**config.mk**
```make
export PLATFORM = sky130hd
export DESIGN_NAME = pil_sequencer
export DESIGN_NICKNAME = d
export VERILOG_FILES = /design/src/shared/pil_pkg.sv /design/src/logic/pil_ret_stack.sv /design/src/logic/pil_period_timer.sv /design/src/logic/pil_sequencer.sv
export VERILOG_INCLUDE_DIRS = /design/src /design/src/shared
export SDC_FILE = /design/constraint.sdc
export NUM_CORES = 1
export LEC_CHECK = 0
export ABC_CLOCK_PERIOD_IN_PS = 4750
export BUFFER_PORTS_ARGS = -buffer_cell sky130_fd_sc_hd__buf_4
export CAP_MARGIN = 20
export CORE_UTILIZATION = 35
export DETAILED_ROUTE_END_ITERATION = 8
export PLACE_DENSITY = 0.54
export SLEW_MARGIN = 15
export SYNTH_ARGS = -nofsm -noshare
export SYNTH_HDL_FRONTEND = slang
export SYNTH_SLANG_ARGS = --single-unit
```
**constraint.sdc**
```tcl
create_clock -name i_clk -period 4.75 [get_ports i_clk]
set_input_delay 0.95 -clock i_clk [delete_from_list [all_inputs] [get_ports i_clk]]
set_output_delay 0.95 -clock i_clk [all_outputs]
set_load 0.05 [all_outputs]
```
**src/shared/pil_params.svh**
```systemverilog
`ifndef PIL_PARAMS_SVH
`define PIL_PARAMS_SVH

// ----------------------------------------------------------------------
// Level indices, lower index ranks higher
// ----------------------------------------------------------------------
`define PIL_N_INT 11
`define PIL_IDX_F 4'h5
`define PIL_IDX_G 4'h6
`define PIL_IDX_H 4'h7
`define PIL_IDX_J 4'h8
`define PIL_IDX_K 4'h9
`define PIL_IDX_S 4'hA
`define PIL_IDX_BASE 4'hB
`define PIL_N_MAINT 7

// ----------------------------------------------------------------------
// Addresses
// ----------------------------------------------------------------------
`define PIL_ADDR_W 16
`define PIL_VEC_BASE 16'h0100
`define PIL_VEC_STRIDE 16'h0040
`define PIL_SAFE_ADDR 16'h0080

// ----------------------------------------------------------------------
// Timing
// ----------------------------------------------------------------------
`define PIL_CLK_HZ 40000000
`define PIL_PERIOD_US 5000
`define PIL_TICK_CYCLES ((`PIL_CLK_HZ / 1000000) * `PIL_PERIOD_US)
`define PIL_S_EVERY 10
`define PIL_CNT_W 4

`endif

```
**src/shared/pil_pkg.sv**
```systemverilog
package pil_pkg;

    // ------------------------------------------------------------------
    // Level codes in descending priority
    // ------------------------------------------------------------------
    typedef enum logic [3:0] {
        PIL_LVL_A = 4'h0,
        PIL_LVL_B = 4'h1,
        PIL_LVL_C = 4'h2,
        PIL_LVL_D = 4'h3,
        PIL_LVL_E = 4'h4,
        PIL_LVL_F = 4'h5,
        PIL_LVL_G = 4'h6,
        PIL_LVL_H = 4'h7,
        PIL_LVL_J = 4'h8,
        PIL_LVL_K = 4'h9,
        PIL_LVL_S = 4'hA,
        PIL_LVL_BASE = 4'hB
    } pil_level_t;

    // ------------------------------------------------------------------
    // Sequencer states
    // ------------------------------------------------------------------
    typedef enum logic [1:0] {
        PIL_ST_RUN = 2'h0,
        PIL_ST_POP = 2'h1
    } pil_state_t;

endpackage

```
**src/logic/pil_ret_stack.sv**
```systemverilog
`timescale 1ns/100ps
`include "pil_params.svh"

module pil_ret_stack #(
    parameter int DEPTH = 11,
    parameter int AW = 4,
    parameter int DW = `PIL_ADDR_W
) (
    // Clock and reset
    input wire logic i_clk,
    input wire logic i_rst,
    // Write port
    input wire logic i_we,
    input wire logic [AW-1:0] i_waddr,
    input wire logic [DW-1:0] i_wdata,
    // Read port
    input wire logic i_re,
    input wire logic [AW-1:0] i_raddr,
    output logic [DW-1:0] o_rdata
);

    logic [DW-1:0] mem [DEPTH];

    // ------------------------------------------------------------------
    // Storage
    // ------------------------------------------------------------------
    always_ff @(posedge i_clk)
    begin
        if (i_we)
        begin
            mem[i_waddr] <= i_wdata;
        end
    end

    // Registered read, one cycle after the strobe
    always_ff @(posedge i_clk)
    begin
        if (i_rst)
        begin
            o_rdata <= '0;
        end
        else if (i_re)
        begin
            o_rdata <= mem[i_raddr];
        end
    end

endmodule // pil_ret_stack

```
**src/logic/pil_period_timer.sv**
```systemverilog
`timescale 1ns/100ps
`include "pil_params.svh"

module pil_period_timer #(
    parameter int CYCLES = `PIL_TICK_CYCLES
) (
    // Clock and reset
    input wire logic i_clk,
    input wire logic i_rst,
    // Period pulse
    output logic o_tick
);

    localparam int CW = $clog2(CYCLES + 1);

    logic [CW-1:0] cnt_r;

    // ------------------------------------------------------------------
    // Free running period counter
    // ------------------------------------------------------------------
    always_ff @(posedge i_clk)
    begin
        if (i_rst)
        begin
            cnt_r <= '0;
            o_tick <= 1'b0;
        end
        else if (cnt_r == CW'(CYCLES - 1))
        begin
            cnt_r <= '0;
            o_tick <= 1'b1;
        end
        else
        begin
            cnt_r <= cnt_r + CW'(1);
            o_tick <= 1'b0;
        end
    end

endmodule // pil_period_timer

```
**src/logic/pil_sequencer.sv**
```systemverilog
`timescale 1ns/100ps
`include "pil_params.svh"

// Behaviour
// Levels A..L without I, plus S; the code has no L and implements A..K without I, plus S
// Levels A to G carry maintenance
// H and J do I/O; base otherwise
// K only with signal processor present
// Priority falls alphabetically, base lowest
// Accept only over lower active level
// Accept: save address, branch to level
// Done: resume saved address or safe point
// Each 5 ms tick raises J
// In J: high programs first, then low
// J done returns to base level; the code resumes K or S instead when J preempted them
// Tick during running J raises H
// H preempts low J, then returns
// Low programs only in J level
// Every tenth J enters S, no processor
// S done returns straight to base
// S selectable; else scanning in H/J
// F from mismatch, alarm, scanner failure
// Lower requests wait, served by rank
module pil_sequencer #(
    parameter int TICK_CYCLES = `PIL_TICK_CYCLES,
    parameter int S_EVERY = `PIL_S_EVERY
) (
    // Clock and reset
    input wire logic i_clk,
    input wire logic i_rst,
    // Configuration straps
    input wire logic i_cfg_sigproc_present,
    input wire logic i_cfg_trunk_level_en,
    // Interrupt sources
    input wire logic [`PIL_N_MAINT-1:0] i_maint_req,
    input wire logic i_sigproc_mismatch,
    input wire logic i_periph_alarm,
    input wire logic i_scanner_fail,
    input wire logic i_sigproc_hopper_ovf,
    // Central processor program sequencer
    input wire logic [`PIL_ADDR_W-1:0] i_pc,
    input wire logic i_done,
    input wire logic i_done_safe,
    input wire logic i_hi_io_done,
    output logic o_branch,
    output logic [`PIL_ADDR_W-1:0] o_branch_addr,
    output logic o_resume,
    output logic [`PIL_ADDR_W-1:0] o_resume_addr,
    // Level status
    output pil_pkg::pil_level_t o_level,
    output logic o_base_active,
    output logic o_run_high_io,
    output logic o_run_low_io,
    output logic o_trunk_scan_in_io,
    output logic [`PIL_N_INT-1:0] o_pending
);

    import pil_pkg::*;

    localparam int N = `PIL_N_INT;

    // ------------------------------------------------------------------
    // Helpers
    // ------------------------------------------------------------------
    // Lowest set bit wins; empty mask means base level
    function automatic logic [3:0] top_idx(input logic [N-1:0] m);
        logic [3:0] r;
        r = `PIL_IDX_BASE;
        for (int i = N - 1; i >= 0; i--)
        begin
            if (m[i])
            begin
                r = 4'(i);
            end
        end
        return r;
    endfunction

    function automatic logic [`PIL_ADDR_W-1:0] vec_addr(input logic [3:0] idx);
        return `PIL_VEC_BASE + (`PIL_ADDR_W'(idx) * `PIL_VEC_STRIDE);
    endfunction

    pil_state_t state_r;
    logic [N-1:0] pending_r;
    logic [N-1:0] active_r;
    logic [3:0] sp_r;
    logic [`PIL_CNT_W-1:0] j_cnt_r;
    logic s_due_r;
    logic safe_r;
    logic j_hi_done_r;
    logic tick_w;
    logic [`PIL_ADDR_W-1:0] stack_rdata;

    logic [3:0] cur_idx;
    logic [3:0] acc_idx;
    logic [N-1:0] elig_mask;
    logic [N-1:0] set_c;
    logic [N-1:0] clr_c;
    logic accept_c;
    logic done_c;
    logic s_avail;
    logic s_trig;
    logic j_raise;

    // ------------------------------------------------------------------
    // Period timer and return stack
    // ------------------------------------------------------------------
    pil_period_timer #(
        .CYCLES(TICK_CYCLES)
    ) u_timer (
        .i_clk(i_clk),
        .i_rst(i_rst),
        .o_tick(tick_w)
    );

    pil_ret_stack #(
        .DEPTH(N),
        .AW(4),
        .DW(`PIL_ADDR_W)
    ) u_stack (
        .i_clk(i_clk),
        .i_rst(i_rst),
        .i_we(accept_c),
        .i_waddr(sp_r),
        .i_wdata(i_pc),
        .i_re(done_c),
        .i_raddr(sp_r - 4'h1),
        .o_rdata(stack_rdata)
    );

    // ------------------------------------------------------------------
    // Arbitration
    // ------------------------------------------------------------------
    assign s_avail = !i_cfg_sigproc_present && i_cfg_trunk_level_en;
    assign cur_idx = top_idx(active_r);

    always_comb
    begin
        elig_mask = '1;
        elig_mask[`PIL_IDX_K] = i_cfg_sigproc_present;
        elig_mask[`PIL_IDX_S] = s_avail;
    end

    // Equal or lower rank stays pending until higher levels finish
    assign acc_idx = top_idx(pending_r & elig_mask);
    assign accept_c = (state_r == PIL_ST_RUN) && !i_done && (acc_idx < cur_idx);
    assign done_c = (state_r == PIL_ST_RUN) && i_done && (cur_idx != `PIL_IDX_BASE);
    assign j_raise = tick_w && !active_r[`PIL_IDX_J];
    assign s_trig = done_c && (cur_idx == `PIL_IDX_J) && s_due_r && s_avail;

    always_comb
    begin
        set_c = '0;
        set_c[`PIL_N_MAINT-1:0] = i_maint_req;
        if (i_sigproc_mismatch || i_periph_alarm || i_scanner_fail)
        begin
            set_c[`PIL_IDX_F] = 1'b1;
        end
        if (tick_w && active_r[`PIL_IDX_J])
        begin
            set_c[`PIL_IDX_H] = 1'b1;
        end
        if (j_raise)
        begin
            set_c[`PIL_IDX_J] = 1'b1;
        end
        if (i_sigproc_hopper_ovf && i_cfg_sigproc_present)
        begin
            set_c[`PIL_IDX_K] = 1'b1;
        end
        if (s_trig)
        begin
            set_c[`PIL_IDX_S] = 1'b1;
        end
    end

    always_comb
    begin
        clr_c = '0;
        if (accept_c)
        begin
            clr_c[acc_idx] = 1'b1;
        end
    end

    // A new request in the clearing cycle is kept
    always_ff @(posedge i_clk)
    begin
        if (i_rst)
        begin
            pending_r <= '0;
        end
        else
        begin
            pending_r <= (pending_r & ~clr_c) | set_c;
        end
    end

    // ------------------------------------------------------------------
    // Active levels and return stack pointer
    // ------------------------------------------------------------------
    always_ff @(posedge i_clk)
    begin
        if (i_rst)
        begin
            active_r <= '0;
        end
        else if (accept_c)
        begin
            active_r[acc_idx] <= 1'b1;
        end
        else if (done_c)
        begin
            // S runs only over base; J resumes base unless it preempted K or S
            active_r[cur_idx] <= 1'b0;
        end
    end

    always_ff @(posedge i_clk)
    begin
        if (i_rst)
        begin
            sp_r <= 4'h0;
        end
        else if (accept_c)
        begin
            sp_r <= sp_r + 4'h1;
        end
        else if (done_c)
        begin
            sp_r <= sp_r - 4'h1;
        end
    end

    // ------------------------------------------------------------------
    // Completion sequence
    // ------------------------------------------------------------------
    always_ff @(posedge i_clk)
    begin
        if (i_rst)
        begin
            state_r <= PIL_ST_RUN;
            safe_r <= 1'b0;
        end
        else
        begin
            unique case (state_r)
                PIL_ST_RUN:
                begin
                    if (done_c)
                    begin
                        state_r <= PIL_ST_POP;
                        safe_r <= i_done_safe;
                    end
                end
                PIL_ST_POP:
                begin
                    state_r <= PIL_ST_RUN;
                end
                default:
                begin
                    state_r <= PIL_ST_RUN;
                end
            endcase
        end
    end

    always_ff @(posedge i_clk)
    begin
        if (i_rst)
        begin
            o_branch <= 1'b0;
            o_branch_addr <= '0;
        end
        else
        begin
            o_branch <= accept_c;
            if (accept_c)
            begin
                o_branch_addr <= vec_addr(acc_idx);
            end
        end
    end

    always_ff @(posedge i_clk)
    begin
        if (i_rst)
        begin
            o_resume <= 1'b0;
            o_resume_addr <= '0;
        end
        else
        begin
            o_resume <= (state_r == PIL_ST_POP);
            if (state_r == PIL_ST_POP)
            begin
                o_resume_addr <= safe_r ? `PIL_SAFE_ADDR : stack_rdata;
            end
        end
    end

    // ------------------------------------------------------------------
    // Periodic work: tenth count and high/low phase
    // ------------------------------------------------------------------
    // Only ticks that raise J count toward the supervision cadence
    always_ff @(posedge i_clk)
    begin
        if (i_rst)
        begin
            j_cnt_r <= '0;
            s_due_r <= 1'b0;
        end
        else
        begin
            if (j_raise)
            begin
                if (j_cnt_r == `PIL_CNT_W'(S_EVERY - 1))
                begin
                    j_cnt_r <= '0;
                    s_due_r <= 1'b1;
                end
                else
                begin
                    j_cnt_r <= j_cnt_r + `PIL_CNT_W'(1);
                end
            end
            else if (done_c && (cur_idx == `PIL_IDX_J))
            begin
                s_due_r <= 1'b0;
            end
        end
    end

    always_ff @(posedge i_clk)
    begin
        if (i_rst)
        begin
            j_hi_done_r <= 1'b0;
        end
        else if (accept_c && (acc_idx == `PIL_IDX_J))
        begin
            j_hi_done_r <= 1'b0;
        end
        else if (i_hi_io_done && (cur_idx == `PIL_IDX_J))
        begin
            j_hi_done_r <= 1'b1;
        end
    end

    // ------------------------------------------------------------------
    // Status outputs
    // ------------------------------------------------------------------
    always_ff @(posedge i_clk)
    begin
        if (i_rst)
        begin
            o_level <= PIL_LVL_BASE;
            o_base_active <= 1'b1;
            o_run_high_io <= 1'b0;
            o_run_low_io <= 1'b0;
            o_trunk_scan_in_io <= 1'b0;
            o_pending <= '0;
        end
        else
        begin
            o_level <= pil_level_t'(cur_idx);
            o_base_active <= (cur_idx == `PIL_IDX_BASE);
            o_run_high_io <= (cur_idx == `PIL_IDX_H) ||
                             ((cur_idx == `PIL_IDX_J) && !j_hi_done_r);
            o_run_low_io <= (cur_idx == `PIL_IDX_J) && j_hi_done_r;
            o_trunk_scan_in_io <= !s_avail;
            o_pending <= pending_r;
        end
    end
endmodule // pil_sequencer

```
==> out/results.tsv <==
metric	value	unit
Crit path required time	5.00	ns
Filler cells	2962	
combinational power share	26.5	%
row count	65	
Ys Warns	0	
cell area after synthesis	11500	sq um
Core Region	32000	sq um
Post-synth top flop	edfxtp_1	
first-pass GRT wire length	37100	um
Iter 0 DRT Violations	426	
switch share	30.8	%
DRC Markers	0	
critical path endpoint category	register	
clk sinks	287	
Root Buffer	clkbuf_16	
synth top area cells	edfxtp_1, dfxtp_1, mux4_2, mux2i_1, a21oi_1	
cell count of the worst reg-to-reg path	8	
commonest non-fill, non-tap cells in the layout	edfxtp_1, dfxtp_1, buf_4	
RSZ-0062 raised after global routing	no	
GRT Total Usage	14.2	%
1st-pass router iterations	5	
P_int	5180	uW
layout cells sized above 1	20.6	%
nets	958	
Worst Hold Depth	1	
HP Start	u_timer.cnt_r[0]$_SDFF_PP0_	
cell count after placement	1312	
reg-to-reg endpoint	u_stack.mem[0][12]$_DFFE_PP_	
via count	6743	
Post CTS Setup Buffer Count	0	
Sequential Power Share	39.9	%
largest net degree at the start of global routing	74	
hold_buf cts	0	
most common cell after layout, fill and taps aside	edfxtp_1	
DR WL/cell	17.4	um
max-cap violation count	0	
area share of the largest cell type after synthesis	46.0	%
HPWL Detailed	15800	um
num ports	87	
status	complete, no violations	
initial antenna violation count	0	
Antenna Violating Nets Remaining	0	
cells after synthesis	838	
clock-pin slew on the worst setup and hold paths	0.06	ns
critical path startpoint category	register	
H-tree Lvls	1	
WL met2	9670	um
Pleak	0.00478	uW
period utilization	79.7	%
Mapped Avg Cell Area	13.7	sq um
Routed WL	23900	um
Reg-to-Reg Start	active_r[0]$_SDFFE_PP0P_	
Die Wd	183	um
PD cells	552	nW/um^2
NetSw	2310	uW
Die Y	183	um
hold crit path type	register to register	
antenna fix cells	0	
fmax	264	MHz
final setup violation count	0	
asr flop ratio synth	0	%
share of the yosys chip area belonging to registers	65.3	%
die area	33600	sq um
routability cong.	0.895	
register area	7510	sq um
Worst EP arrival	4.03	ns
total negative slack	0	ns
Max rail drop VDD	0.000358	V
Worst Clk Skew	0.0286	ns
post-DR vias/cell	4.92	
CTS buffer count	30	
min Tclk post-route	3.78	ns
Port Buffer Count	75	
vias in the first global route	6394	
GRT Residual Overflow	0	
hold endpoint	u_timer.cnt_r[0]$_SDFF_PP0_	
flops & latches, synth	287	
Detail Route met3 WL	1140	um
Post-synth EDFFs	176	
max layer used	met4	
Area growth, synth to finish	18.0	%
Initial Utilization	36.0	%
wl on met1	12600	um
clk_lat worst skew	0.56	ns
Fin. Hold Viols	0	
Crit Path Category	register to register	
Finished Layout Cells	1370	
Multi-input gate area	3680	sq um
FF-to-FF setup slack	0.97	ns
worst relative slew slack	33.2	%
CP max FO	16	
post-CTS sizing	0	
CTS tree	built	
largest area contributor in the netlist	edfxtp_1	
post-synthesis cell type count	64	
Slew Limit Fails	0	
Bufs on Longest Clock Path	3	
worst slew pin tran	1.00	ns
Clock power frac	33.5	%
worst max-delay path, stage by stage, from the launching register on:
cell and delay [ns]:
dfxtp_1 0.41, nor4_4 0.37, nand4_1 0.29, ha_1 0.45
a2111oi_4 0.43, and2_1 0.56, nand2_1 0.33, nor4b_2 0.34
buf_4 0.30
Yosys cell counts, types with 4 or more instances:
library cell  number
a21oi_1           58
a221oi_2           4
a22o_1            19
a31oi_1            4
and2_1             9
and3_1             5
buf_2              9
buf_4             18
clkbuf_1          23
dfxtp_1          111
edfxtp_1         176
ha_1              13
inv_1             23
mux2i_1           32
mux4_2            32
nand2_1           58
nand3_1           16
nand4_1           12
nor2_1            69
nor2b_1           20
nor3_1             6
nor4b_1            5
o211ai_1          17
o21ai_0           15
or3_1              6
xnor2_1            7
xor2_1            10
power by group through the flow:
stage / Combinational [uW] / Clock (uW) / Sequential (uW)
6_report: 1990 / 2510 / 2990
5_1_grt: 2160 / 2680 / 3010
4_1_cts: 2000 / 2570 / 2990
3_5_place_dp: 2000 / 0 / 3050
3_3_place_gp: 1980 / 0 / 3040
2_1_floorplan: 1380 / 0 / 3090
cell type report:
class                      count  share of cell area, %
clock inverter                18                   1.96
inverter                      23                  0.637
sequential                   287                   55.4
timing repair buffer          86                   4.79
tap                          435                   4.01
clock buffer                  38                   6.05
multi-input combinational    483                   27.1
layer usage:
| metal | vias to the layer above | GRT usage, % |
|---|---|---|
| met5 | - | 0 |
| li1 | 3270 | - |
| met2 | 177 | 20.3 |
| met1 | 3267 | 22.0 |
| met3 | 29 | 2.16 |
| met4 | 0 | 3.77 |
sequential cells by signal, summed over array words and instances, names as in the netlist, 4 cells and up:
signal / cells
u_timer.cnt_r: 18
o_pending: 11
o_branch_addr: 5
u_stack.mem: 176
pending_r: 11
u_stack.o_rdata: 16
j_cnt_r: 4
o_level: 4
sp_r: 4
active_r: 11
o_resume_addr: 16
logic make-up after synthesis:
logic type                 share of synthesized area, %
adders and majority gates                          1.42
muxes                                              9.25
AOI/OAI and AO/OA                                  9.41
DFF                                                65.3
buffers and inverters                              3.36
other                                            0.0326
xor gates and xnor gates                           1.30
and+or+nand+nor                                    9.92
worst max-delay path by stage:
stage / start / endpoint / slack, ns
finish: active_r[0]$_SDFFE_PP0P_ / u_stack.mem[0][12]$_DFFE_PP_ / 0.97
global route: active_r[0]$_SDFFE_PP0P_ / u_stack.mem[0][13]$_DFFE_PP_ / 0.73
CTS: active_r[0]$_SDFFE_PP0P_ / u_stack.mem[0][11]$_DFFE_PP_ / 0.97
detailed placement: i_cfg_sigproc_present / u_stack.mem[6][9]$_DFFE_PP_ / 0.88
global placement: i_cfg_sigproc_present / u_stack.mem[6][8]$_DFFE_PP_ / 0.88
floorplan: active_r[0]$_SDFFE_PP0P_ / u_stack.mem[0][0]$_DFFE_PP_ / 0.16
metrics by stage:
| stage | setup WS (ns) | util [%] | power (uW) | cell area, sq um | hold WS (ns) |
|---|---|---|---|---|---|
| 2_1_floorplan | 0.156 | - | 4460 | 11500 | 0.413 |
| 3_3_place_gp | 0.884 | 38.9 | 5020 | 12400 | 0.426 |
| 3_5_place_dp | 0.877 | 39.0 | 5040 | 12500 | 0.430 |
| 4_1_cts | 0.968 | 42.4 | 7560 | 13500 | 0.442 |
| 5_1_grt | 0.729 | 42.4 | 7850 | 13600 | 0.465 |
| 6_report | 0.966 | 42.4 | 7490 | 13600 | 0.437 |
Power figures use the tool's default switching activity.
